File: src/core/sipd_pkg.sv
package sipd_pkg;

  localparam logic [7:0] BYTE_LOCK = 8'hf0;
  localparam logic [7:0] BYTE_ASZ = 8'h67;
  localparam logic [7:0] BYTE_OSZ = 8'h66;
  localparam logic [7:0] BYTE_REPNE = 8'hf2;
  localparam logic [7:0] BYTE_REP = 8'hf3;
  localparam logic [7:0] BYTE_HINT_A = 8'he2;
  localparam logic [7:0] BYTE_HINT_B = 8'he3;
  localparam logic [7:0] BYTE_ESC = 8'h0f;
  localparam logic [7:0] BYTE_SEG_ES = 8'h26;
  localparam logic [7:0] BYTE_SEG_CS = 8'h2e;
  localparam logic [7:0] BYTE_SEG_SS = 8'h36;
  localparam logic [7:0] BYTE_SEG_DS = 8'h3e;
  localparam logic [7:0] BYTE_SEG_FS = 8'h64;
  localparam logic [7:0] BYTE_SEG_GS = 8'h65;
  localparam logic [7:0] BYTE_NONE = 8'h00;
  localparam logic [3:0] EXT_PFX_HI = 4'h4;

  localparam int MOD_HI = 7;
  localparam int MOD_LO = 6;
  localparam int REG_HI = 5;
  localparam int REG_LO = 3;
  localparam int RM_HI = 2;
  localparam int RM_LO = 0;
  localparam int SCALE_HI = 7;
  localparam int SCALE_LO = 6;
  localparam int EXT_W = 3;
  localparam int EXT_R = 2;
  localparam int EXT_X = 1;
  localparam int EXT_B = 0;

  localparam logic [1:0] MOD_MEM0 = 2'h0;
  localparam logic [1:0] MOD_DISP8 = 2'h1;
  localparam logic [1:0] MOD_DISPW = 2'h2;
  localparam logic [1:0] MOD_REG = 2'h3;
  localparam logic [2:0] RM_SIB = 3'h4;
  localparam logic [2:0] RM_DISP_ONLY = 3'h5;
  localparam logic [2:0] RM16_DISP_ONLY = 3'h6;

  localparam logic [2:0] DISP_NONE = 3'h0;
  localparam logic [2:0] DISP_B1 = 3'h1;
  localparam logic [2:0] DISP_B2 = 3'h2;
  localparam logic [2:0] DISP_B4 = 3'h4;

  localparam int CAUSE_ASZ = 0;
  localparam int CAUSE_SEG = 1;
  localparam int CAUSE_OSZ = 2;
  localparam int CAUSE_REP = 3;
  localparam int CAUSE_HINT = 4;
  localparam int CAUSE_W = 5;

  typedef enum logic [1:0] {MODE_PROT, MODE_COMPAT, MODE_LONG64} sipd_mode_t;
  typedef enum logic [1:0] {AW_16, AW_32, AW_64} sipd_aw_t;
  typedef enum logic [2:0] {SEG_DEF, SEG_ES, SEG_CS, SEG_SS, SEG_DS, SEG_FS, SEG_GS} sipd_seg_t;
  typedef enum logic [1:0] {MAND_NONE, MAND_66, MAND_F2, MAND_F3} sipd_mand_t;
  typedef enum logic [3:0] {
    PFX_NONE, PFX_LOCK, PFX_ASZ, PFX_OSZ, PFX_REPNE, PFX_REP, PFX_SEG, PFX_HINT, PFX_EXT, PFX_ESC
  } sipd_pfx_t;

  function automatic logic [3:0] ext_idx(input logic ext, input logic [2:0] fld, input logic en);
    ext_idx = {ext & en, fld};
  endfunction

endpackage

File: src/core/sipd_pfx_class.sv
`timescale 1ns/1ns
module sipd_pfx_class (
  input wire logic [7:0] i_byte,
  input wire sipd_pkg::sipd_mode_t i_mode,
  output sipd_pkg::sipd_pfx_t o_class,
  output sipd_pkg::sipd_seg_t o_seg
);

  always_comb
  begin
    o_seg = sipd_pkg::SEG_DEF;
    o_class = sipd_pkg::PFX_NONE;
    // The extension prefix exists only in 64-bit mode; elsewhere these bytes are ordinary opcodes.
    if (i_mode == sipd_pkg::MODE_LONG64 && i_byte[7:4] == sipd_pkg::EXT_PFX_HI)
    begin
      o_class = sipd_pkg::PFX_EXT;
    end
    else
    begin
      case (i_byte)
        sipd_pkg::BYTE_LOCK: o_class = sipd_pkg::PFX_LOCK;
        sipd_pkg::BYTE_ASZ: o_class = sipd_pkg::PFX_ASZ;
        sipd_pkg::BYTE_OSZ: o_class = sipd_pkg::PFX_OSZ;
        sipd_pkg::BYTE_REPNE: o_class = sipd_pkg::PFX_REPNE;
        sipd_pkg::BYTE_REP: o_class = sipd_pkg::PFX_REP;
        sipd_pkg::BYTE_HINT_A, sipd_pkg::BYTE_HINT_B: o_class = sipd_pkg::PFX_HINT;
        sipd_pkg::BYTE_ESC: o_class = sipd_pkg::PFX_ESC;
        sipd_pkg::BYTE_SEG_ES:
        begin
          o_class = sipd_pkg::PFX_SEG;
          o_seg = sipd_pkg::SEG_ES;
        end
        sipd_pkg::BYTE_SEG_CS:
        begin
          o_class = sipd_pkg::PFX_SEG;
          o_seg = sipd_pkg::SEG_CS;
        end
        sipd_pkg::BYTE_SEG_SS:
        begin
          o_class = sipd_pkg::PFX_SEG;
          o_seg = sipd_pkg::SEG_SS;
        end
        sipd_pkg::BYTE_SEG_DS:
        begin
          o_class = sipd_pkg::PFX_SEG;
          o_seg = sipd_pkg::SEG_DS;
        end
        sipd_pkg::BYTE_SEG_FS:
        begin
          o_class = sipd_pkg::PFX_SEG;
          o_seg = sipd_pkg::SEG_FS;
        end
        sipd_pkg::BYTE_SEG_GS:
        begin
          o_class = sipd_pkg::PFX_SEG;
          o_seg = sipd_pkg::SEG_GS;
        end
        default: o_class = sipd_pkg::PFX_NONE;
      endcase
    end
  end

endmodule

File: src/core/sipd_form_decode.sv
`timescale 1ns/1ns
module sipd_form_decode (
  input wire logic [7:0] i_form,
  input wire logic [7:0] i_sib,
  input wire sipd_pkg::sipd_aw_t i_aw,
  output logic o_has_mem,
  output logic o_has_sib,
  output logic [2:0] o_disp_len
);

  logic [1:0] md;
  logic [2:0] rm;

  assign md = i_form[sipd_pkg::MOD_HI:sipd_pkg::MOD_LO];
  assign rm = i_form[sipd_pkg::RM_HI:sipd_pkg::RM_LO];

  // Same address encoding as the general instructions; i_sib only matters when o_has_sib is set.
  always_comb
  begin
    o_has_mem = (md != sipd_pkg::MOD_REG); // [RULE_14]
    o_has_sib = 1'b0;
    o_disp_len = sipd_pkg::DISP_NONE;
    if (i_aw == sipd_pkg::AW_16)
    begin
      if (md == sipd_pkg::MOD_DISP8)
        o_disp_len = sipd_pkg::DISP_B1;
      else if (md == sipd_pkg::MOD_DISPW || (md == sipd_pkg::MOD_MEM0 && rm == sipd_pkg::RM16_DISP_ONLY))
        o_disp_len = sipd_pkg::DISP_B2;
    end
    else
    begin
      o_has_sib = o_has_mem && rm == sipd_pkg::RM_SIB; // [RULE_13]
      if (md == sipd_pkg::MOD_DISP8)
        o_disp_len = sipd_pkg::DISP_B1;
      else if (md == sipd_pkg::MOD_DISPW || (md == sipd_pkg::MOD_MEM0 && rm == sipd_pkg::RM_DISP_ONLY))
        o_disp_len = sipd_pkg::DISP_B4;
      else if (md == sipd_pkg::MOD_MEM0 && o_has_sib && i_sib[2:0] == sipd_pkg::RM_DISP_ONLY)
        o_disp_len = sipd_pkg::DISP_B4;
    end
  end

endmodule

File: src/core/sipd_decode.sv
// Functional notes
// [RULE_01] A lock prefix in front of any vector instruction always ends in the invalid opcode fault.
// [RULE_02] An address size prefix changes the address width with a memory operand and is reserved without one.
// [RULE_03] A segment override selects the operand segment with a memory operand and is reserved without one.
// [RULE_04] An operand size prefix that is not the mandatory prefix is reserved.
// [RULE_05] A repeat prefix that is not the mandatory prefix is reserved.
// [RULE_06] Branch hint prefixes in front of a vector instruction are reserved.
// [RULE_07] Mandatory prefix, escape byte and opcode byte form one opcode, the prefix being part of it.
// [RULE_08] A reserved combination either passes flagged or faults, chosen by a strap input per generation.
// [RULE_09] In 64-bit mode the extension prefix adds a fourth register index bit, giving sixteen registers.
// [RULE_10] The operand width flag of the extension prefix selects 64-bit general-purpose operands.
// [RULE_11] An extension prefix without meaning is ignored and never faults.
// [RULE_12] Compatibility mode decodes exactly like protected mode, with no extra registers.
// [RULE_13] Memory addresses come from the operand form byte and optional scaled index byte as usual.
// [RULE_14] An instruction has a memory operand when the mode field is not register-direct.
`timescale 1ns/1ns
module sipd_decode (
  input wire logic i_core_clk,
  input wire logic i_sys_rst,
  input wire logic i_byte_valid,
  input wire logic [7:0] i_byte,
  input wire sipd_pkg::sipd_mode_t i_mode,
  input wire logic i_cs_def32,
  input wire logic i_rsvd_fault_sel,
  output logic o_insn_valid,
  output logic o_not_vector,
  output logic o_invalid_opcode_fault,
  output logic [23:0] o_opcode,
  output logic o_has_mem,
  output sipd_pkg::sipd_aw_t o_addr_width,
  output sipd_pkg::sipd_seg_t o_seg,
  output logic [3:0] o_reg_idx,
  output logic [3:0] o_rm_idx,
  output logic o_has_sib,
  output logic [1:0] o_scale,
  output logic [3:0] o_index_idx,
  output logic [3:0] o_base_idx,
  output logic [2:0] o_disp_len,
  output logic [31:0] o_disp,
  output logic o_op64,
  output logic [sipd_pkg::CAUSE_W-1:0] o_rsvd_cause
);

  typedef enum logic [2:0] {ST_PFX, ST_OPC, ST_FORM, ST_SIB, ST_DISP} sipd_state_t;

  sipd_state_t state_r;
  logic lock_r;
  logic asz_r;
  logic hint_r;
  logic osz_extra_r;
  logic rep_extra_r;
  logic ext_seen_r;
  logic [3:0] ext_r;
  sipd_pkg::sipd_seg_t seg_r;
  sipd_pkg::sipd_mand_t mand_r;
  logic [7:0] op_r;
  logic [7:0] form_r;
  logic [7:0] sib_r;
  logic has_mem_r;
  logic has_sib_r;
  logic [2:0] disp_len_r;
  logic [2:0] disp_cnt_r;
  logic [31:0] disp_r;

  sipd_pkg::sipd_pfx_t pc_class;
  sipd_pkg::sipd_seg_t pc_seg;
  logic fd_has_mem;
  logic fd_has_sib;
  logic [2:0] fd_disp_len;
  logic [7:0] fd_form;
  sipd_pkg::sipd_aw_t aw_cur;
  logic ext_en;
  logic fin;
  logic non_vec;
  logic mem_now;
  logic [7:0] form_now;
  logic [7:0] sib_now;
  logic [2:0] disp_len_now;
  logic [31:0] disp_now;
  logic [sipd_pkg::CAUSE_W-1:0] cause_now;

  // Mandatory prefix expressed back as the byte it came from.
  function automatic logic [7:0] mand_byte(input sipd_pkg::sipd_mand_t m);
    unique case (m)
      sipd_pkg::MAND_66: mand_byte = sipd_pkg::BYTE_OSZ;
      sipd_pkg::MAND_F2: mand_byte = sipd_pkg::BYTE_REPNE;
      sipd_pkg::MAND_F3: mand_byte = sipd_pkg::BYTE_REP;
      sipd_pkg::MAND_NONE: mand_byte = sipd_pkg::BYTE_NONE;
    endcase
  endfunction

  sipd_pfx_class u_pfx_class (
    .i_byte(i_byte),
    .i_mode(i_mode),
    .o_class(pc_class),
    .o_seg(pc_seg)
  );

  // One decoder serves both the operand form byte and, one byte later, the scaled index byte.
  assign fd_form = (state_r == ST_FORM) ? i_byte : form_r;

  sipd_form_decode u_form_decode (
    .i_form(fd_form),
    .i_sib(i_byte),
    .i_aw(aw_cur),
    .o_has_mem(fd_has_mem),
    .o_has_sib(fd_has_sib),
    .o_disp_len(fd_disp_len)
  );

  always_comb
  begin
    // Protected and compatibility mode share one path: default width from the code segment.
    if (i_mode == sipd_pkg::MODE_LONG64) // [RULE_12]
      aw_cur = asz_r ? sipd_pkg::AW_32 : sipd_pkg::AW_64; // [RULE_02]
    else if (i_cs_def32 ^ asz_r)
      aw_cur = sipd_pkg::AW_32;
    else
      aw_cur = sipd_pkg::AW_16;
  end

  // Extension bits count only in 64-bit mode; elsewhere the upper registers cannot be reached.
  assign ext_en = (i_mode == sipd_pkg::MODE_LONG64) && ext_seen_r; // [RULE_09] [RULE_12]

  assign non_vec = i_byte_valid && state_r == ST_PFX && pc_class == sipd_pkg::PFX_NONE;

  always_comb
  begin
    fin = 1'b0;
    if (i_byte_valid)
    begin
      unique case (state_r)
        ST_FORM: fin = !fd_has_sib && fd_disp_len == sipd_pkg::DISP_NONE;
        ST_SIB: fin = fd_disp_len == sipd_pkg::DISP_NONE;
        ST_DISP: fin = (disp_cnt_r + 3'h1) == disp_len_r;
        ST_PFX, ST_OPC: fin = 1'b0;
      endcase
    end
  end

  assign mem_now = (state_r == ST_FORM) ? fd_has_mem : has_mem_r; // [RULE_14]
  assign form_now = (state_r == ST_FORM) ? i_byte : form_r;
  assign sib_now = (state_r == ST_SIB) ? i_byte : sib_r;
  assign disp_len_now = (state_r == ST_DISP) ? disp_len_r : fd_disp_len;
  assign disp_now = (state_r == ST_DISP) ? (disp_r | ({24'h0, i_byte} << {disp_cnt_r, 3'h0})) : 32'h0;

  always_comb
  begin
    cause_now = '0;
    cause_now[sipd_pkg::CAUSE_ASZ] = asz_r && !mem_now; // [RULE_02]
    cause_now[sipd_pkg::CAUSE_SEG] = (seg_r != sipd_pkg::SEG_DEF) && !mem_now; // [RULE_03]
    cause_now[sipd_pkg::CAUSE_OSZ] = osz_extra_r; // [RULE_04]
    cause_now[sipd_pkg::CAUSE_REP] = rep_extra_r; // [RULE_05]
    cause_now[sipd_pkg::CAUSE_HINT] = hint_r; // [RULE_06]
  end

  always_ff @(posedge i_core_clk)
  begin
    if (i_sys_rst)
      state_r <= ST_PFX;
    else if (i_byte_valid)
    begin
      unique case (state_r)
        ST_PFX: if (pc_class == sipd_pkg::PFX_ESC) state_r <= ST_OPC;
        ST_OPC: state_r <= ST_FORM;
        ST_FORM:
        begin
          if (fd_has_sib)
            state_r <= ST_SIB;
          else if (fd_disp_len != sipd_pkg::DISP_NONE)
            state_r <= ST_DISP;
          else
            state_r <= ST_PFX;
        end
        ST_SIB: state_r <= (fd_disp_len != sipd_pkg::DISP_NONE) ? ST_DISP : ST_PFX;
        ST_DISP: if (fin) state_r <= ST_PFX;
      endcase
    end
  end

  // Prefix collection; a new instruction starts clean after the previous one ends.
  always_ff @(posedge i_core_clk)
  begin
    if (i_sys_rst || fin || non_vec)
    begin
      lock_r <= 1'b0;
      asz_r <= 1'b0;
      hint_r <= 1'b0;
      osz_extra_r <= 1'b0;
      rep_extra_r <= 1'b0;
      ext_seen_r <= 1'b0;
      ext_r <= 4'h0;
      seg_r <= sipd_pkg::SEG_DEF;
      mand_r <= sipd_pkg::MAND_NONE;
    end
    else if (i_byte_valid && state_r == ST_PFX && pc_class != sipd_pkg::PFX_ESC)
    begin
      // An extension prefix only counts when it is the last prefix before the escape.
      ext_seen_r <= (pc_class == sipd_pkg::PFX_EXT); // [RULE_11]
      ext_r <= (pc_class == sipd_pkg::PFX_EXT) ? i_byte[3:0] : 4'h0; // [RULE_11]
      unique case (pc_class)
        sipd_pkg::PFX_LOCK: lock_r <= 1'b1; // [RULE_01]
        sipd_pkg::PFX_ASZ: asz_r <= 1'b1;
        sipd_pkg::PFX_HINT: hint_r <= 1'b1;
        sipd_pkg::PFX_SEG: seg_r <= pc_seg; // [RULE_03]
        sipd_pkg::PFX_OSZ, sipd_pkg::PFX_REPNE, sipd_pkg::PFX_REP:
        begin
          // The last of these bytes is the mandatory one; an earlier one falls back to reserved.
          if (mand_r == sipd_pkg::MAND_66)
            osz_extra_r <= 1'b1; // [RULE_04]
          else if (mand_r != sipd_pkg::MAND_NONE)
            rep_extra_r <= 1'b1; // [RULE_05]
          if (pc_class == sipd_pkg::PFX_OSZ)
            mand_r <= sipd_pkg::MAND_66; // [RULE_07]
          else if (pc_class == sipd_pkg::PFX_REPNE)
            mand_r <= sipd_pkg::MAND_F2;
          else
            mand_r <= sipd_pkg::MAND_F3;
        end
        default: lock_r <= lock_r;
      endcase
    end
  end

  // Opcode and addressing bytes.
  always_ff @(posedge i_core_clk)
  begin
    if (i_sys_rst)
    begin
      op_r <= 8'h00;
      form_r <= 8'h00;
      sib_r <= 8'h00;
      has_mem_r <= 1'b0;
      has_sib_r <= 1'b0;
      disp_len_r <= sipd_pkg::DISP_NONE;
      disp_cnt_r <= 3'h0;
      disp_r <= 32'h0;
    end
    else if (i_byte_valid)
    begin
      unique case (state_r)
        ST_OPC: op_r <= i_byte; // [RULE_07]
        ST_FORM:
        begin
          form_r <= i_byte; // [RULE_13]
          sib_r <= 8'h00;
          has_mem_r <= fd_has_mem;
          has_sib_r <= fd_has_sib;
          disp_len_r <= fd_disp_len;
          disp_cnt_r <= 3'h0;
          disp_r <= 32'h0;
        end
        ST_SIB:
        begin
          sib_r <= i_byte; // [RULE_13]
          disp_len_r <= fd_disp_len;
        end
        ST_DISP:
        begin
          disp_r <= disp_now;
          disp_cnt_r <= disp_cnt_r + 3'h1;
        end
        ST_PFX: disp_cnt_r <= 3'h0;
      endcase
    end
  end

  // Result outputs; apart from the two pulse flags and the fault clearing on a non-vector byte, they change only when an instruction completes.
  always_ff @(posedge i_core_clk)
  begin
    if (i_sys_rst)
    begin
      o_insn_valid <= 1'b0;
      o_not_vector <= 1'b0;
      o_invalid_opcode_fault <= 1'b0;
      o_opcode <= 24'h0;
      o_has_mem <= 1'b0;
      o_addr_width <= sipd_pkg::AW_32;
      o_seg <= sipd_pkg::SEG_DEF;
      o_reg_idx <= 4'h0;
      o_rm_idx <= 4'h0;
      o_has_sib <= 1'b0;
      o_scale <= 2'h0;
      o_index_idx <= 4'h0;
      o_base_idx <= 4'h0;
      o_disp_len <= sipd_pkg::DISP_NONE;
      o_disp <= 32'h0;
      o_op64 <= 1'b0;
      o_rsvd_cause <= '0;
    end
    else
    begin
      o_insn_valid <= fin;
      o_not_vector <= non_vec;
      if (fin)
      begin
        o_invalid_opcode_fault <= lock_r || (i_rsvd_fault_sel && (|cause_now)); // [RULE_01] [RULE_08]
        o_rsvd_cause <= cause_now; // [RULE_08]
        o_opcode <= {mand_byte(mand_r), sipd_pkg::BYTE_ESC, op_r}; // [RULE_07]
        o_has_mem <= mem_now;
        o_addr_width <= aw_cur; // [RULE_02]
        o_seg <= mem_now ? seg_r : sipd_pkg::SEG_DEF; // [RULE_03]
        o_reg_idx <= sipd_pkg::ext_idx(ext_r[sipd_pkg::EXT_R], form_now[sipd_pkg::REG_HI:sipd_pkg::REG_LO],
          ext_en); // [RULE_09]
        o_rm_idx <= sipd_pkg::ext_idx(ext_r[sipd_pkg::EXT_B], form_now[sipd_pkg::RM_HI:sipd_pkg::RM_LO],
          ext_en); // [RULE_09]
        o_has_sib <= (state_r == ST_FORM) ? 1'b0 : has_sib_r;
        o_scale <= sib_now[sipd_pkg::SCALE_HI:sipd_pkg::SCALE_LO];
        o_index_idx <= sipd_pkg::ext_idx(ext_r[sipd_pkg::EXT_X], sib_now[5:3], ext_en); // [RULE_13]
        o_base_idx <= sipd_pkg::ext_idx(ext_r[sipd_pkg::EXT_B], sib_now[2:0], ext_en); // [RULE_13]
        o_disp_len <= disp_len_now;
        o_disp <= disp_now;
        o_op64 <= ext_en && ext_r[sipd_pkg::EXT_W]; // [RULE_10]
      end
      else if (non_vec)
        o_invalid_opcode_fault <= 1'b0;
    end
  end

endmodule

File: config.mk
export PLATFORM = sky130hd
export DESIGN_NAME = sipd_decode
export DESIGN_NICKNAME = d
export VERILOG_FILES = /design/src/core/sipd_pkg.sv /design/src/core/sipd_pfx_class.sv /design/src/core/sipd_form_decode.sv /design/src/core/sipd_decode.sv
export SDC_FILE = /design/constraint.sdc
export NUM_CORES = 1
export LEC_CHECK = 0
export ABC_AREA = 1
export BUFFER_PORTS_ARGS = -buffer_cell sky130_fd_sc_hd__buf_2
export CORE_MARGIN = 2
export CORE_UTILIZATION = 46
export DETAILED_ROUTE_END_ITERATION = 8
export PLACE_DENSITY = 0.67
export SYNTH_ARGS = -nofsm -noshare
export SYNTH_HDL_FRONTEND = slang
export SYNTH_HIERARCHICAL = 1
export SYNTH_SLANG_ARGS = --single-unit
File: constraint.sdc
create_clock -name i_core_clk -period 3.6 [get_ports i_core_clk]
set_clock_uncertainty 0.2 [all_clocks]
set_input_delay 0.72 -clock i_core_clk [delete_from_list [all_inputs] [get_ports i_core_clk]]
set_output_delay 0.72 -clock i_core_clk [all_outputs]
set_load 0.005 [all_outputs]
== Yosys cells after proc, flatten, opt, wreduce, memory -nomap -nowiden ==
Index checks and enable logic that the tools add are counted.
Cells by class
  add/subtract/negate cells: 1
  shifts and indexed selects: 1
  equality and inequality tests: 43
  muxes and demuxes: 37
  reductions and logical operators: 56
  bitwise operators: 6
Operators by type and width (count)
  one-hot mux 32 bit (2 select lines): 1
  == test 8 bit (second input constant): 5
  2-to-1 mux 3 bit: 12
  == test 8 x 6 -> 1 bit (second input constant): 4
  == test 8 x 7 -> 1 bit (second input constant): 4
  2-to-1 mux 32 bit: 1
  bitwise OR 32 bit: 1
  one-hot mux 4 bit (8 select lines): 1
  one-hot mux 8 bit (4 select lines): 1
  left shift 8 x 6 -> 32 bit: 1
  AND reduction 2 bit: 11
  == test 4 x 3 -> 1 bit (second input constant): 5
  one-hot mux 3 bit (6 select lines): 1
  2-to-1 mux 8 bit: 2
  one-hot mux 8 bit (2 select lines): 1
  == test 3 bit (second input constant): 5
  logical AND 1 bit: 15
  one-hot mux 3 bit (5 select lines): 1
  nonzero test 2 bit: 5
  == test 2 bit (second input constant): 4
  == test 4 x 2 -> 1 bit (second input constant): 2
  == test 4 bit (second input constant): 2
  == test 8 x 4 -> 1 bit (second input constant): 1
  2-to-1 mux 1 bit: 8
  other kinds (28): 50
Storage, ports and cells
  logic and storage cells: 179
  input port bits: 15
  bits in registers: 171

== Longest topological paths before layout ==
  word-level depth: 16
  depth in mapped cells: 23

== Modules after synthesis ==
Netlist, hierarchy kept.
By module, submodules not included
  sipd_decode: seq. area each 3263.1 um^2, cells each 922, times used 1, area each 6846.6 um^2
  sipd_pfx_class: seq. area each 0.0 um^2, cells each 66, times used 1, area each 310.3 um^2
  sipd_form_decode: seq. area each 0.0 um^2, cells each 23, times used 1, area each 107.6 um^2

== Worst setup path before layout ==
Ideal clock, no wire load.
  path type: register to register
  start point: reg state_r[1]
  end point: reg o_disp[18]
  data required time: 3.288 ns
  slack: 0.642 ns
  cell stages (with the launch flop): 22
  buffers on the path: 4
  clock period less this slack: 2.958 ns
  library setup time: 0.112 ns
  arrival time: 2.646 ns
  path through: dfxtp_1 > buf_4 > inv_2 > nor2_1 > nand2_2 > clkbuf_1 > o21ai_0 > inv_1 > nand2_1 > nor2_1 > nand2_1 > a21oi_2 > nor3_2 > nand2_1 > a21oi_2 > nand2_4 > nand2_4 > inv_4 > buf_12 > buf_6 > nand2_1 > nand2_1
Between the ends
  cells in the longest elaborated chain, start to end: 14
  elaborated cells between the ends (all ways): 34
  classes of those cells: eq/ne (10); mux (11); reduce/logical (13)
Ends and longest elaborated chain
  from (decl): RTL line sipd_decode.sv:46  | sipd_state_t state_r;
  from (signal assigned): RTL line sipd_decode.sv:175  | ST_SIB: state_r <= (fd_disp_len != sipd_pkg::DISP_NONE) ? ST_DISP : ST_PFX;
  == test 3 x 2 -> 1 bit *: RTL line sipd_decode.sv:100  | assign fd_form = (state_r == ST_FORM) ? i_byte : form_r;
  2-to-1 mux 8 bit *
  net fd_form[7]: RTL line sipd_decode.sv:70  | logic [7:0] fd_form;
  != test 2 bit: RTL line sipd_form_decode.sv:20  | o_has_mem = (md != sipd_pkg::MOD_REG);
  logical AND 1 bit: RTL line sipd_form_decode.sv:32  | o_has_sib = o_has_mem && rm == sipd_pkg::RM_SIB;
  logical AND 1 bit (2 in a row): RTL line sipd_form_decode.sv:37  | else if (md == sipd_pkg::MOD_MEM0 && o_has_sib && i_sib[2:0] == sipd_pkg::RM_DISP_ONLY)
  2-to-1 mux 3 bit: RTL line sipd_form_decode.sv:37
  2-to-1 mux 3 bit: RTL line sipd_form_decode.sv:35  | else if (md == sipd_pkg::MOD_DISPW || (md == sipd_pkg::MOD_MEM0 && rm == sipd_pkg::RM_DISP_ONLY))
  2-to-1 mux 3 bit *: RTL line sipd_form_decode.sv:33  | if (md == sipd_pkg::MOD_DISP8)
  2-to-1 mux 3 bit *: RTL line sipd_form_decode.sv:23  | if (i_aw == sipd_pkg::AW_16)
  net fd_disp_len[2]: RTL line sipd_decode.sv:69  | logic [2:0] fd_disp_len;
  zero test 3 bit *: RTL line sipd_decode.sv:133, sipd_decode.sv:134
  logical AND 1 bit: RTL line sipd_decode.sv:133  | ST_FORM: fin = !fd_has_sib && fd_disp_len == sipd_pkg::DISP_NONE;
  one-hot mux 1 bit (4 select lines) *: RTL line sipd_decode.sv:132  | unique case (state_r)
  2-to-1 mux 1 bit *: RTL line sipd_decode.sv:130  | if (i_byte_valid)
  to (signal assigned): RTL line sipd_decode.sv:312  | o_disp <= disp_now;
  to (decl): RTL line sipd_decode.sv:39  | output logic [31:0] o_disp,
Mark *: on every way through the listed nets, which the timed path passes. The rest lies on a longest branch.
A chain may end at the register's enable or synchronous reset.

== Worst setup path after layout ==
  start point: reg state_r[1]
  end point: reg o_disp[3]
Between the ends
  cells in the longest elaborated chain, start to end: 14
  elaborated cells between the ends (all ways): 34
  classes of those cells: eq/ne (10); mux (11); reduce/logical (13)
Ends and longest elaborated chain (RTL line)
  == test 3 x 2 -> 1 bit *: sipd_decode.sv:100
  2-to-1 mux 8 bit *
  net fd_form[2]: sipd_decode.sv:70
  == test 3 bit: sipd_form_decode.sv:32
  logical AND 1 bit: sipd_form_decode.sv:32
  logical AND 1 bit (2 in a row): sipd_form_decode.sv:37
  2-to-1 mux 3 bit: sipd_form_decode.sv:37
  2-to-1 mux 3 bit *: sipd_form_decode.sv:35
  2-to-1 mux 3 bit *: sipd_form_decode.sv:33
  2-to-1 mux 3 bit *: sipd_form_decode.sv:23
  net fd_disp_len[2]: sipd_decode.sv:69
  zero test 3 bit *: sipd_decode.sv:133, sipd_decode.sv:134
  logical AND 1 bit: sipd_decode.sv:133
  one-hot mux 1 bit (4 select lines) *: sipd_decode.sv:132
  2-to-1 mux 1 bit *: sipd_decode.sv:130
Marks and branches as above.

==> flow_summary.ini <==
[outcome]
status = completed

[clock_network]
cts_buffers = 17
cts.sinks = 163
cts_buffer_depth = 2
cts_tree = yes
clkLatencyLatePin_ns = 0.43
clk_pin_slew_ns = 0.06
post-cts-setup-buffers = 0
cts_root_buf = clkbuf_16
htree_levels = 4

[timing]
finalHoldViolations = 0
fmax_ghz = 0.3157
slew_headroom = 0.4030
tightest_slew_ns = 0.8922
slew_viol_final = 0
setup_viol = 0
finalCriticalPeriod_ns = 3.167
final.setup.tns_ns = 0
rsz0062_at_grt = false
whs_ns = 0.2408
fin_crit_sh = 0.8798

[flow_run]
maxCapViolations = 0

[global_routing]
antenna_found_initial = 0
met2_usage = 0.3465
grt_use_met1 = 0.3267
gr-usage-met3 = 0.04955
grt_overflow = 0
grt_pass1_wl_um = 30260
grt_max_degree = 54
grt_util_all_layers = 0.2281
busiest_layer = met2
grt_pass1_vias = 5803

[final_layout]
design_area_sq_um = 8444
multiInputGateArea_sq_um = 3298
antennaDiodeCount = 0
nFillCells = 1543
final-seq-area_sq_um = 3263
fin_nets = 1107
area_growth_pct = 16.42
drive_above_1_share = 0.1848

[floorplan]
core-area_sq_um = 15310
rows = 45
fp.dieArea_sq_um = 16790
die_h_um = 129.6
dieWidth_um = 129.6
ios = 108
start_util = 0.4736

[detailed_routing]
wl_um = 18770
dr.pass1.iters = 6
drc = 0
ant_nets = 0
drt_iter0_drc = 632
wire_per_inst_um = 14.27
routed_via_density = 5.042
num_vias = 6630

[worst_setup_path]
path_buf_inv = 3
crit_path_end_kind = flop
crit_top_cell = nand2_1
startpoint_type = flop
crit_path_max_fanout = 24
cp_slowest_cell = a21oi_1
path_cells = inv_2, nor2_1, nand2_2, a21oi_1, inv_1, nand2_1, o21bai_1, nand2_1, a21oi_2, nor3_2, nand2_1, a21oi_2, nand2_4, nor2_8, buf_4, nand2_1, nand2_1
worst_ep_arrival_time_ns = 3.34
r2r_start = state_r[1]$_SDFFE_PP0P_
path_class = reg -> reg
crit_family = simple AND/OR/NAND/NOR gates
slowest_delay_ns = 0.35
required_ns = 3.78
startpoint = state_r[1]$_SDFFE_PP0P_

[logic_synthesis]
ys_warn_count = 6
avgSynthCellArea_sq_um = 7.196
syn_inst = 1008
syn_area_sq_um = 7253

[placement]
io_buffer_count = 102
place_area_sq_um = 7849
routabilityCongestion = 0.8864
post-dp-hpwl_um = 12690

[power]
ir_drop_mv = 0.3534
power_leakage_nw = 3.962
power.density_nw_per_um2 = 561.8

[worst_hold_path]
min-delay-start = o_opcode[5]$_SDFFE_PP0P_
hold_path.class = reg -> reg
flip-flops by register name, indices dropped and copies added, names as in the netlist, 5 cells and up:
register,cells
disp_r,32
form_r,8
o_disp,32
o_rsvd_cause,5
o_opcode,13
sib_r,8
op_r,8
power by group:
| part | internal (mW) | leakage, nW | switching (mW) | total [mW] |
|---|---|---|---|---|
| Sequential | 1.88 | 1.31 | 0.0575 | 1.93 |
| Combinational | 0.277 | 2.35 | 0.706 | 0.982 |
| Clock | 1.08 | 0.295 | 0.748 | 1.83 |
worst min-delay path: stages, from the launching register on:
cell and delay (ns):
dfxtp_1 0.32, nand2_1 0.05, nand2_1 0.04
area by class of cell:
type / count / area share
multi-input cells: 704 / 0.3906
flip-flops and latches: 163 / 0.3864
well taps: 211 / 0.03126
clock buffers: 21 / 0.05571
inverters: 80 / 0.03586
repair buffers: 125 / 0.08535
clock inverters: 11 / 0.01482
stage by stage:
stage | power (mW) | util | setup slack (ns) | cells
after floorplan | 2.732 | - | 0.6420 | 1012
after global placement | 2.933 | 0.5125 | 0.2814 | 1283
after detailed placement | 2.936 | 0.5125 | 0.2217 | 1283
after CTS | 4.756 | 0.5514 | 0.2916 | 1315
after global routing | 4.972 | 0.5514 | 0.08939 | 1315
final | 4.744 | 0.5514 | 0.4328 | 1315
final timing paths:
check / endpoint / slack, ns / depth (start not counted)
hold / removal: o_opcode[5]$_SDFFE_PP0P_ / 0.24 / 2
setup / recovery: o_disp[3]$_SDFFE_PP0P_ / 0.43 / 17
setup reg to reg: o_disp[3]$_SDFFE_PP0P_ / 0.43 / 17
hold reg to reg: o_opcode[5]$_SDFFE_PP0P_ / 0.24 / 2
layer usage:
layer  vias up  routed length, um
met5         -                  0
met4         0                234
met3        18                999
met2       192               8390
met1      3020               9143
li1       3400                  -
what timing repair did:
item,4_1_cts,5_1_grt
setup endpoints to repair,0,22
hold buffers,0,0
resized for setup,0,2
layout by cell type (no fill, tap or decap), types with 4 or more instances in the layout:
master / n
buf_4: 20
mux2_2: 8
buf_2: 102
nor4_1: 32
a21oi_1: 104
dfxtp_1: 163
a22oi_1: 4
nand2_4: 4
o21ai_1: 16
a211oi_1: 11
conb_1: 5
nand3_1: 32
nor2_1: 78
a21oi_2: 5
o21ai_0: 25
nand2_1: 340
inv_2: 10
nand2_2: 8
nand4_1: 6
clkinv_2: 4
inv_1: 68
clkbuf_16: 17
Note: power is estimated with default switching activity, not from simulation.
